**config.mk**
```make
export PLATFORM = sky130hd
export DESIGN_NAME = dmr_mode_regs
export DESIGN_NICKNAME = d
export VERILOG_FILES = /design/src/logic/dmr_pkg.sv /design/src/logic/dmr_dll_tracker.sv /design/src/logic/dmr_mode_regs.sv
export VERILOG_INCLUDE_DIRS = /design/src /design/src/logic
export SDC_FILE = /design/constraint.sdc
export NUM_CORES = 1
export LEC_CHECK = 0
export BUFFER_PORTS_ARGS = -buffer_cell sky130_fd_sc_hd__buf_2
export CORE_AREA = 2 2 72 101
export CTS_CLUSTER_DIAMETER = 80
export DETAILED_ROUTE_END_ITERATION = 16
export DIE_AREA = 0 0 74 103
export PLACE_DENSITY = 0.78
export SYNTH_ARGS = -nofsm -noshare
export SYNTH_HDL_FRONTEND = slang
export SYNTH_SLANG_ARGS = --single-unit
```
**constraint.sdc**
```tcl
create_clock -name clock -period 4.6 [get_ports clock]
set_clock_uncertainty 0.05 [all_clocks]
set_input_delay 1.15 -clock clock [delete_from_list [all_inputs] [get_ports clock]]
set_output_delay 1.15 -clock clock [all_outputs]
set_load 0.02 [all_outputs]
```
**src/logic/dmr_cfg.svh**
```systemverilog
`ifndef DMR_CFG_SVH
`define DMR_CFG_SVH

// Command pins sampled low-true: {cs_n, ras_n, cas_n, we_n}
`define DMR_CMD_LOAD_MODE   4'h0
`define DMR_CMD_REFRESH     4'h1
`define DMR_CMD_PRECHARGE   4'h2
`define DMR_CMD_ACTIVATE    4'h3
`define DMR_CMD_WRITE       4'h4
`define DMR_CMD_READ        4'h5
`define DMR_CMD_NOP         4'h7
`define DMR_BANK_MR         3'h0
`define DMR_BANK_EMR1       3'h1
`define DMR_BANK_EMR2       3'h2
`define DMR_BANK_EMR3       3'h3
// Main mode register fields
`define DMR_MR_BL_LSB       0
`define DMR_MR_BT_BIT       3
`define DMR_MR_CL_LSB       4
`define DMR_MR_TM_BIT       7
`define DMR_MR_DLLRST_BIT   8
`define DMR_MR_WR_LSB       9
// Extended register one fields
`define DMR_EM_DLLDIS_BIT   0
`define DMR_EM_REDUCED_BIT  1
`define DMR_EM_ODT0_BIT     2
`define DMR_EM_AL_LSB       3
`define DMR_EM_ODT1_BIT     6
`define DMR_EM_OCD_LSB      7
`define DMR_EM_DQSN_BIT     10
`define DMR_BL_FOUR         3'h2
`define DMR_BL_EIGHT        3'h3
`define DMR_OCD_EXIT        3'h0
`define DMR_OCD_DEFAULT     3'h7
// Reset values
`define DMR_MR_RESET        13'h0000
`define DMR_EMR1_RESET      13'h0000
// Clocks for the DLL to lock after enable plus reset
`define DMR_DLL_LOCK_CYCLES 200
`define DMR_LOCK_W          8

`endif

```
**src/logic/dmr_pkg.sv**
```systemverilog
package dmr_pkg;
    typedef enum logic [1:0] {
        DMR_DLL_OFF,
        DMR_DLL_LOCKING,
        DMR_DLL_LOCKED
    } dmr_dll_e;

    typedef struct packed {
        logic        cke;
        logic [3:0]  cmd;
        logic [2:0]  bank;
        logic [12:0] addr;
    } dmr_pins_s;

    typedef struct packed {
        logic [2:0] burst_len;
        logic       burst_interleave;
        logic [2:0] cas_latency;
        logic       test_mode;
        logic [2:0] write_recovery;
        logic       dll_enable;
        logic       reduced_drive;
        logic [2:0] additive_latency;
        logic [2:0] ocd_mode;
        logic       strobe_n_disable;
        logic [1:0] odt_setting;
        logic       self_refresh;
        logic       dll_ready;
        logic       bad_burst;
    } dmr_status_s;
endpackage

```
**src/logic/dmr_dll_tracker.sv**
```systemverilog
`timescale 1ns/10ps
`include "dmr_cfg.svh"

module dmr_dll_tracker
    import dmr_pkg::*;
(
    // Clock and reset
    input  wire logic clock,
    input  wire logic resetn,
    // Events from the command decoder
    input  wire logic dll_on,
    input  wire logic dll_reset,
    // State
    output logic      dll_ready,
    output dmr_dll_e  dll_state
);
    typedef struct packed {
        dmr_dll_e                st;
        logic [`DMR_LOCK_W-1:0] cnt;
    } dmr_dll_state_s;

    dmr_dll_state_s s;
    dmr_dll_state_s next_s;

    always_comb begin
        next_s = s;
        case (s.st)
            DMR_DLL_OFF: begin
                if (dll_on && dll_reset) begin
                    next_s.st  = DMR_DLL_LOCKING;
                    next_s.cnt = '0;
                end
            end
            DMR_DLL_LOCKING: begin
                if (!dll_on) begin
                    next_s.st = DMR_DLL_OFF;
                end else if (dll_reset) begin
                    next_s.cnt = '0;
                end else if (s.cnt == `DMR_LOCK_W'(`DMR_DLL_LOCK_CYCLES - 1)) begin
                    next_s.st = DMR_DLL_LOCKED;
                end else begin
                    next_s.cnt = s.cnt + `DMR_LOCK_W'(1);
                end
            end
            DMR_DLL_LOCKED: begin
                if (!dll_on) begin
                    next_s.st = DMR_DLL_OFF;
                end else if (dll_reset) begin
                    next_s.st  = DMR_DLL_LOCKING;
                    next_s.cnt = '0;
                end
            end
            default: begin
                next_s.st = DMR_DLL_OFF;
            end
        endcase
    end

    always_ff @(posedge clock or negedge resetn) begin
        if (!resetn) begin
            s <= '{st: DMR_DLL_OFF, cnt: '0};
        end else begin
            s <= next_s;
        end
    end

    assign dll_ready = (s.st == DMR_DLL_LOCKED);
    assign dll_state = s.st;
endmodule

```
**src/logic/dmr_mode_regs.sv**
```systemverilog
`timescale 1ns/10ps
`include "dmr_cfg.svh"

// Notes on behaviour
// Controller runs a stable clock 200 us before any command.
// Controller drives NOP with CKE high 400 ns, then precharge all; the model drives deselect (4'hf) instead.
// Controller next loads extended register two (bank 2).
// Controller next loads extended register three (bank 3).
// Controller enables DLL via extended register one, A0 and A9..A7 low.
// Controller loads main register with A8 high, resetting the DLL.
// Controller then precharges all and issues two or more refreshes.
// Controller loads main register with A8 low to set operation.
// After 200 clocks, calibrate or write driver default then exit.
// Every register write must carry valid values for all fields; the bench also loads every burst code, the reserved ones included.
// Mode loads and DLL resets never disturb the memory array.
// Load command with bank 0 writes A12..A0 to the main register.
// Mode writes only with banks precharged, CKE high, then wait tMRD; the bench issues a main register load with CKE low after an activate with no precharge.
// Burst length from A2..A0, lengths four and eight supported.
// Burst type from A3, CAS latency from A6..A4, no half-clock.
// A7 selects test mode, A8 requests DLL reset; A7 normally low.
// Write recovery count from A11..A9, programmed as rounded-up cycles.
// Load command with bank 1 writes A12..A0 to extended register one.
// Extended one: A0 disables DLL, A1 selects reduced drive.
// Extended one: AL A5..A3, calibration A9..A7, A10, termination A2/A6.
// DLL off on self refresh entry, on and reset on exit.
// Controller waits 200 clocks after DLL reset before any read; the bench reads right after a DLL reset to set read_too_early.
// Controller sequences initialization in one straight-line task, with deselects between commands.

module dmr_mode_regs
    import dmr_pkg::*;
(
    // Clock and reset
    input  wire logic   clock,
    input  wire logic   resetn,
    // Command pins from the controller
    input  wire logic   cke,
    input  wire logic   cs_n,
    input  wire logic   ras_n,
    input  wire logic   cas_n,
    input  wire logic   we_n,
    input  wire logic [2:0]  bank,
    input  wire logic [12:0] addr,
    // Decoded configuration
    output logic [12:0] operating_mode_register,
    output logic [12:0] extended_mode_register_one,
    output dmr_status_s status,
    output logic        read_too_early
);
    typedef struct packed {
        dmr_pins_s   p1;
        dmr_pins_s   p2;
        logic        cke_q;
        logic [12:0] mr;
        logic [12:0] emr1;
        logic        self_ref;
        dmr_status_s st;
        logic        early;
    } dmr_state_s;

    dmr_state_s s;
    dmr_state_s next_s;
    logic       dll_on;
    logic       dll_rst;
    logic       dll_ready;
    dmr_dll_e   dll_state;
    // Assertion helper: cycles since the last DLL reset with the DLL kept on
    logic [8:0] lock_age;

    function automatic logic is_cmd(input dmr_pins_s p, input logic [3:0] c);
        return p.cke && (p.cmd == c);
    endfunction

    function automatic logic is_load(input dmr_pins_s p, input logic [2:0] b);
        return is_cmd(p, `DMR_CMD_LOAD_MODE) && (p.bank == b);
    endfunction

    // Decoder sees the second stage only; the first is pure synchronizer
    wire dmr_pins_s cur = s.p2;
    wire logic mr_wr   = is_load(cur, `DMR_BANK_MR);
    wire logic emr1_wr = is_load(cur, `DMR_BANK_EMR1);
    // Self refresh entry: refresh command with CKE falling
    wire logic sr_entry = s.cke_q && !cur.cke && (cur.cmd == `DMR_CMD_REFRESH);
    wire logic sr_exit  = s.self_ref && cur.cke;

    always_comb begin
        next_s       = s;
        next_s.p1    = '{cke: cke, cmd: {cs_n, ras_n, cas_n, we_n}, bank: bank, addr: addr};
        next_s.p2    = s.p1;
        next_s.cke_q = s.p2.cke;
        // Writes touch only these registers, never the array
        if (mr_wr) begin
            next_s.mr = cur.addr;
        end
        if (emr1_wr) begin
            next_s.emr1 = cur.addr;
        end
        if (sr_entry) begin
            next_s.self_ref = 1'b1;
        end else if (sr_exit) begin
            next_s.self_ref = 1'b0;
        end
        next_s.st.burst_len        = s.mr[`DMR_MR_BL_LSB +: 3];
        next_s.st.bad_burst        = (s.mr[`DMR_MR_BL_LSB +: 3] != `DMR_BL_FOUR) &&
                                     (s.mr[`DMR_MR_BL_LSB +: 3] != `DMR_BL_EIGHT);
        next_s.st.burst_interleave = s.mr[`DMR_MR_BT_BIT];
        next_s.st.cas_latency      = s.mr[`DMR_MR_CL_LSB +: 3];
        next_s.st.test_mode        = s.mr[`DMR_MR_TM_BIT];
        next_s.st.write_recovery   = s.mr[`DMR_MR_WR_LSB +: 3];
        next_s.st.dll_enable       = dll_on;
        next_s.st.reduced_drive    = s.emr1[`DMR_EM_REDUCED_BIT];
        next_s.st.additive_latency = s.emr1[`DMR_EM_AL_LSB +: 3];
        next_s.st.ocd_mode         = s.emr1[`DMR_EM_OCD_LSB +: 3];
        next_s.st.strobe_n_disable = s.emr1[`DMR_EM_DQSN_BIT];
        next_s.st.odt_setting      = {s.emr1[`DMR_EM_ODT1_BIT],
                                      s.emr1[`DMR_EM_ODT0_BIT]};
        next_s.st.self_refresh     = s.self_ref;
        next_s.st.dll_ready        = dll_ready;
        // Read before lock flagged, sticky until DLL locks again
        if (is_cmd(cur, `DMR_CMD_READ) && !dll_ready) begin
            next_s.early = 1'b1;
        end else if (dll_ready) begin
            next_s.early = 1'b0;
        end
    end

    // DLL is forced off through self refresh; exit cycle already counts as on
    assign dll_on  = !s.emr1[`DMR_EM_DLLDIS_BIT] && (!s.self_ref || sr_exit);
    // Reset on a main load with A8 high, or on self refresh exit
    assign dll_rst = (mr_wr && cur.addr[`DMR_MR_DLLRST_BIT]) || sr_exit;

    dmr_dll_tracker u_dll (
        .clock     (clock),
        .resetn    (resetn),
        .dll_on    (dll_on),
        .dll_reset (dll_rst),
        .dll_ready (dll_ready),
        .dll_state (dll_state)
    );

    always_ff @(posedge clock or negedge resetn) begin
        if (!resetn) begin
            s.p1       <= '{cke: 1'b0, cmd: `DMR_CMD_NOP, bank: 3'h0, addr: 13'h0000};
            s.p2       <= '{cke: 1'b0, cmd: `DMR_CMD_NOP, bank: 3'h0, addr: 13'h0000};
            s.cke_q    <= 1'b0;
            s.mr       <= `DMR_MR_RESET;
            // Disabled DLL until software enables it
            s.emr1     <= `DMR_EMR1_RESET | 13'h0001;
            s.self_ref <= 1'b0;
            s.st       <= '0;
            s.early    <= 1'b0;
        end else begin
            s <= next_s;
        end
    end

    assign operating_mode_register    = s.mr;
    assign extended_mode_register_one = s.emr1;
    assign status                     = s.st;
    assign read_too_early             = s.early;

    always_ff @(posedge clock or negedge resetn) begin
        if (!resetn) begin
            lock_age <= 9'h000;
        end else if (!dll_on) begin
            lock_age <= 9'h000;
        end else if (dll_rst) begin
            lock_age <= 9'h001;
        end else if (lock_age != 9'h000 && lock_age != 9'h1ff) begin
            lock_age <= lock_age + 9'h001;
        end
    end

    // Checks
    a_mr_load: assert property (@(posedge clock) disable iff (!resetn)
        mr_wr |=> (s.mr == $past(cur.addr)))
        else $error("main register did not take address");
    a_emr1_load: assert property (@(posedge clock) disable iff (!resetn)
        emr1_wr |=> (s.emr1 == $past(cur.addr)))
        else $error("extended one did not take address");
    a_mr_hold: assert property (@(posedge clock) disable iff (!resetn)
        !mr_wr |=> $stable(s.mr))
        else $error("main register changed without load");
    a_burst_field: assert property (@(posedge clock) disable iff (!resetn)
        mr_wr |=> ##1 (status.burst_len == $past(cur.addr[2:0], 2)))
        else $error("burst length field wrong");
    a_cas_field: assert property (@(posedge clock) disable iff (!resetn)
        mr_wr |=> ##1 (status.cas_latency == $past(cur.addr[6:4], 2)
                       && status.burst_interleave == $past(cur.addr[3], 2)))
        else $error("latency or type field wrong");
    a_wr_field: assert property (@(posedge clock) disable iff (!resetn)
        mr_wr |=> ##1 (status.write_recovery == $past(cur.addr[11:9], 2)
                       && status.test_mode == $past(cur.addr[7], 2)))
        else $error("recovery or test field wrong");
    a_emr1_fields: assert property (@(posedge clock) disable iff (!resetn)
        emr1_wr |=> ##1 (status.additive_latency == $past(cur.addr[5:3], 2)
                         && status.ocd_mode == $past(cur.addr[9:7], 2)
                         && status.reduced_drive == $past(cur.addr[1], 2)))
        else $error("extended one fields wrong");
    a_sr_dll_off: assert property (@(posedge clock) disable iff (!resetn)
        sr_entry |=> ##1 !dll_on && !dll_ready)
        else $error("DLL still on in self refresh");
    a_lock_wait: assert property (@(posedge clock) disable iff (!resetn)
        (dll_rst && dll_on) |=> !dll_ready [*8])
        else $error("DLL ready too soon after reset");
    a_lock_done: assert property (@(posedge clock) disable iff (!resetn)
        (lock_age == 9'h0c9) |-> dll_ready)
        else $error("DLL not ready after lock time");

    c_mr_load:   cover property (@(posedge clock) disable iff (!resetn) mr_wr);
    c_dll_lock:  cover property (@(posedge clock) disable iff (!resetn) $rose(dll_ready));
    c_sr_cycle:  cover property (@(posedge clock) disable iff (!resetn)
        sr_entry ##[1:50] sr_exit);
    c_early_rd:  cover property (@(posedge clock) disable iff (!resetn) $rose(s.early));
endmodule

```
==> flow_results.xml <==
<?xml version="1.0" encoding="UTF-8"?>
<metrics>
  <group name="status">
    <metric name="run_status" unit="">complete, no violations</metric>
  </group>
  <group name="pwr">
    <metric name="switchingPower" unit="mW">0.455</metric>
    <metric name="power_frac_comb" unit="%">10.4</metric>
    <metric name="power.internal" unit="mW">1.26</metric>
    <metric name="ir_worst_vdd" unit="V">0.000225</metric>
    <metric name="finalPower" unit="mW">1.72</metric>
    <metric name="portion_of_total_power_attributed_to_sequential_cells" unit="%">60.1</metric>
    <metric name="total_leakage_power" unit="nW">2.09</metric>
    <metric name="netSwitchingFraction" unit="%">26.5</metric>
    <metric name="p_per_area" unit="nW/µm²">424</metric>
    <metric name="share_clk_of_total_power" unit="%">29.5</metric>
  </group>
  <group name="global_routing">
    <metric name="initial_antenna_violation_count" unit="">0</metric>
    <metric name="grt_first_pass_wirelength" unit="mm">8.48</metric>
    <metric name="globalRoute.totalOverflow" unit="">0</metric>
    <metric name="grt_pass1_vias" unit="">1753</metric>
    <metric name="use_met3" unit="%">4.99</metric>
    <metric name="global_route.peak_usage_layer" unit="">met2</metric>
    <metric name="maximum_number_of_pins_on_one_net_before_global_route_repair" unit="">87</metric>
    <metric name="grtUsageTotal" unit="%">15.3</metric>
    <metric name="grt_util_met2" unit="%">23.4</metric>
    <metric name="grtUsageMet1" unit="%">19.5</metric>
  </group>
  <group name="sta">
    <metric name="rsz0062_at_grt" unit="">false</metric>
    <metric name="slew_headroom" unit="%">32.8</metric>
    <metric name="timing.final.crit_period" unit="ns">2.48</metric>
    <metric name="tightestPinTransition" unit="ns">1.01</metric>
    <metric name="hold_viol" unit="">0</metric>
    <metric name="timing.final.crit_share" unit="%">53.9</metric>
    <metric name="clock.fmax" unit="MHz">403</metric>
    <metric name="setup_violations" unit="">0</metric>
    <metric name="final-max-slew-violation-count" unit="">0</metric>
    <metric name="setup_tns" unit="ns">0</metric>
  </group>
  <group name="final_layout">
    <metric name="synthToLayoutAreaGrowth" unit="%">6.66</metric>
    <metric name="final_layout_size_suffix_gt1_share" unit="%">44.6</metric>
    <metric name="antenna_cells" unit="">0</metric>
    <metric name="nFillCells" unit="">535</metric>
    <metric name="multi_input_comb_area" unit="µm²">699</metric>
    <metric name="layout.core_utilization" unit="%">59.5</metric>
    <metric name="nets" unit="">306</metric>
    <metric name="ff_latch_area" unit="µm²">2660</metric>
  </group>
  <group name="route">
    <metric name="drt-pass1-iter-count" unit="">4</metric>
    <metric name="detailroute.via_count" unit="">1841</metric>
    <metric name="drc" unit="">0</metric>
    <metric name="vias_per_cell" unit="">4.82</metric>
    <metric name="routed_wirelength_normalized_by_instance_count" unit="µm">13.6</metric>
    <metric name="route.antenna.remaining_nets" unit="">0</metric>
    <metric name="wirelength" unit="mm">5.20</metric>
    <metric name="drt_first_iter_violations" unit="">122</metric>
  </group>
  <group name="critical_path">
    <metric name="reg2reg_to" unit="">u_dll.s[5]$_DFFE_PN0P_</metric>
    <metric name="cp.depth" unit="">6</metric>
    <metric name="end_kind" unit="">register</metric>
    <metric name="r2r_setup_slack" unit="ns">2.12</metric>
    <metric name="setup.worst_path.start_class" unit="">register</metric>
    <metric name="critical_path_class" unit="">register to register</metric>
    <metric name="critical-path-top-delay-family" unit="">simple AND/OR/NAND/NOR gates</metric>
    <metric name="timing.reg2reg.worst_path_depth" unit="">6</metric>
    <metric name="crit_arrival" unit="ns">2.67</metric>
    <metric name="critical_path.n_buffers_inverters" unit="">0</metric>
    <metric name="cp_slowest_stage_delay" unit="ns">0.72</metric>
    <metric name="worst_r2r_startpoint" unit="">u_dll.s[0]$_DFFE_PN0P_</metric>
    <metric name="crit_path_max_fanout" unit="">11</metric>
    <metric name="critical_path.slowest_cell" unit="">sky130_fd_sc_hd__a221oi_2</metric>
    <metric name="critical_path_required" unit="ns">4.79</metric>
    <metric name="cp_cell_sequence" unit="">ha_1 -&gt; nand4_1 -&gt; or4_1 -&gt; a221oi_2 -&gt; or4_4 -&gt; o22ai_2</metric>
  </group>
  <group name="clock_tree">
    <metric name="cts_setup_buffers" unit="">0</metric>
    <metric name="clk_tree_root_cell" unit="">sky130_fd_sc_hd__clkbuf_8</metric>
    <metric name="cts_hold_buf" unit="">0</metric>
    <metric name="numClockSinks" unit="">106</metric>
    <metric name="worst_setup_hold_path_clk_slew" unit="ns">0.10</metric>
    <metric name="ctsResizeCount" unit="">0</metric>
    <metric name="cts-buffers-inserted" unit="">9</metric>
    <metric name="clock_tree.buffer_depth" unit="">2</metric>
    <metric name="cts_tree" unit="">done</metric>
    <metric name="h-tree-depth" unit="">3</metric>
    <metric name="clk_lat_worst_skew" unit="ns">0.36</metric>
  </group>
  <group name="synthesis">
    <metric name="yosys-top-cells-count" unit="">sky130_fd_sc_hd__dfrtp_1 (99), sky130_fd_sc_hd__buf_4 (52), sky130_fd_sc_hd__mux2_2 (25)</metric>
    <metric name="synthesized_area_fraction_occupied_by_adder_cells" unit="%">0.330</metric>
    <metric name="synthesis.nets" unit="">276</metric>
    <metric name="asr_flop_ratio_synth" unit="%">100</metric>
    <metric name="ys_seq_area_share" unit="%">70.1</metric>
    <metric name="synth_area_per_cell" unit="µm²">15.1</metric>
    <metric name="post-synth-top-area-fraction" unit="%">65.3</metric>
    <metric name="synth_compound_area_share" unit="%">4.58</metric>
    <metric name="synth_area_leader_cell" unit="">sky130_fd_sc_hd__dfrtp_1</metric>
    <metric name="number_of_enable_type_register_cells_in_the_synthesized_netlist" unit="">0</metric>
    <metric name="ys_dominant_reg_cell" unit="">sky130_fd_sc_hd__dfrtp_1</metric>
    <metric name="syn_area" unit="µm²">3790</metric>
    <metric name="ys_top_cells_by_area" unit="">sky130_fd_sc_hd__dfrtp_1 (65%), sky130_fd_sc_hd__buf_4 (10%), sky130_fd_sc_hd__mux2_2 (7.4%)</metric>
    <metric name="most_frequent_cell_after_synthesis" unit="">sky130_fd_sc_hd__dfrtp_1</metric>
    <metric name="synth_top_family_by_area" unit="">buffers and inverters</metric>
    <metric name="yosys_warnings" unit="">0</metric>
    <metric name="yosys.area_share.simple" unit="%">6.10</metric>
    <metric name="yosys.area_share.xor_xnor" unit="%">0</metric>
    <metric name="synth_mux_area_share" unit="%">7.42</metric>
    <metric name="flops_latches_synth" unit="">106</metric>
    <metric name="synth_cell_types" unit="">38</metric>
    <metric name="netlist_instances" unit="">252</metric>
  </group>
  <group name="floorplan">
    <metric name="io-pin-count" unit="">75</metric>
    <metric name="dieHeight" unit="µm">103</metric>
    <metric name="fp.dieW" unit="µm">74</metric>
    <metric name="floorplan.die_area" unit="µm²">7620</metric>
    <metric name="core_area" unit="µm²">6800</metric>
    <metric name="core.rowCount" unit="">36</metric>
    <metric name="initial_utilization" unit="%">55.8</metric>
  </group>
  <group name="place">
    <metric name="placement.io_buffers" unit="">74</metric>
    <metric name="final_wtd_congestion" unit="">0.773</metric>
    <metric name="hpwlAfterDp" unit="mm">3.51</metric>
  </group>
  <group name="min_path">
    <metric name="hold_depth" unit="">0</metric>
    <metric name="min_path_type" unit="">register to register</metric>
    <metric name="worstHoldStart" unit="">next_s[66]$_DFF_PN0_</metric>
    <metric name="hold_path_end" unit="">cur[12]$_DFF_PN0_</metric>
  </group>
  <group name="job">
    <metric name="cap_viol_max_count" unit="">0</metric>
  </group>
</metrics>
-- power by group through the flow --
stage / sequential [mW] / clock [mW] / combinational (mW)
4_1_cts: 1.03 / 0.524 / 0.182
3_3_place_gp: 1.05 / 0 / 0.178
5_1_grt: 1.04 / 0.562 / 0.199
2_1_floorplan: 1.04 / 0 / 0.162
6_report: 1.03 / 0.506 / 0.179
3_5_place_dp: 1.05 / 0 / 0.183
-- registers in the layout, summed over array words and instances (netlist names) --
| name | flops |
|---|---|
| cur | 21 |
| extended_mode_register_one | 13 |
| next_s | 22 |
| operating_mode_register | 13 |
| read_too_early | 1 |
| s | 1 |
| status | 25 |
| u_dll.dll_state | 2 |
| u_dll.s | 8 |
-- cell type report --
type,instances,share of cell area (%)
timing repair buffer,75,9.40
clock inverter,6,1.21
multi-input combinational,87,17.3
clock buffer,10,3.15
tap,95,2.94
sequential,106,65.7
inverter,3,0.278
-- layout by cell type (no fill, tap or decap), drive strengths merged, types with 2 or more instances in the layout --
master    instances
a31oi             2
dfstp             7
clkinvlp          3
o21ai             3
buf              75
nor2              9
a32o              4
nor4b             2
inv               5
nor4              2
mux2             25
nand2b            3
clkbuf           10
or4               2
and3              3
nand3             4
a211o             4
dfrtp            99
nand2             7
nand4             2
nor2b             2
-- how the worst max path moves through the flow --
stage,startpoint,end,slack (ns)
floorplan,u_dll.s[0]$_DFFE_PN0P_,u_dll.s[7]$_DFFE_PN0P_,2.64
detailed placement,u_dll.s[0]$_DFFE_PN0P_,u_dll.s[5]$_DFFE_PN0P_,2.15
finish,u_dll.s[0]$_DFFE_PN0P_,u_dll.s[5]$_DFFE_PN0P_,2.12
global placement,u_dll.s[0]$_DFFE_PN0P_,u_dll.s[5]$_DFFE_PN0P_,2.21
global route,u_dll.s[0]$_DFFE_PN0P_,u_dll.s[5]$_DFFE_PN0P_,1.90
CTS,u_dll.s[0]$_DFFE_PN0P_,u_dll.s[5]$_DFFE_PN0P_,2.10
-- routing by layer --
| layer | vias up | routed length (µm) |
|---|---|---|
| met5 | - | 0 |
| met4 | 0 | 91 |
| met3 | 7 | 224 |
| met2 | 49 | 2720 |
| met1 | 910 | 2170 |
| li1 | 875 | - |
-- cells by family (layout without fill, tap and decap cells) --
kind of cell	count (synthesis)	after routing
buffers and inverters	59	94
adder cells (fa/ha/maj)	1	1
AO/OA/AOI/OAI	21	21
multiplexers	25	25
flip-flops	106	106
AND/OR/NAND/NOR	40	40
-- metrics by stage --
stage,cell area (µm²),setup slack (ns),instances,hold slack (ns)
after CTS,4050,2.10,382,0.302
after detailed placement,3870,2.15,366,0.285
after global placement,3870,2.21,366,0.282
after floorplan,3790,2.64,252,0.281
after global routing,4050,1.90,382,0.310
final,4050,2.12,382,0.299
No activity file was read; power rests on OpenSTA's default activity.
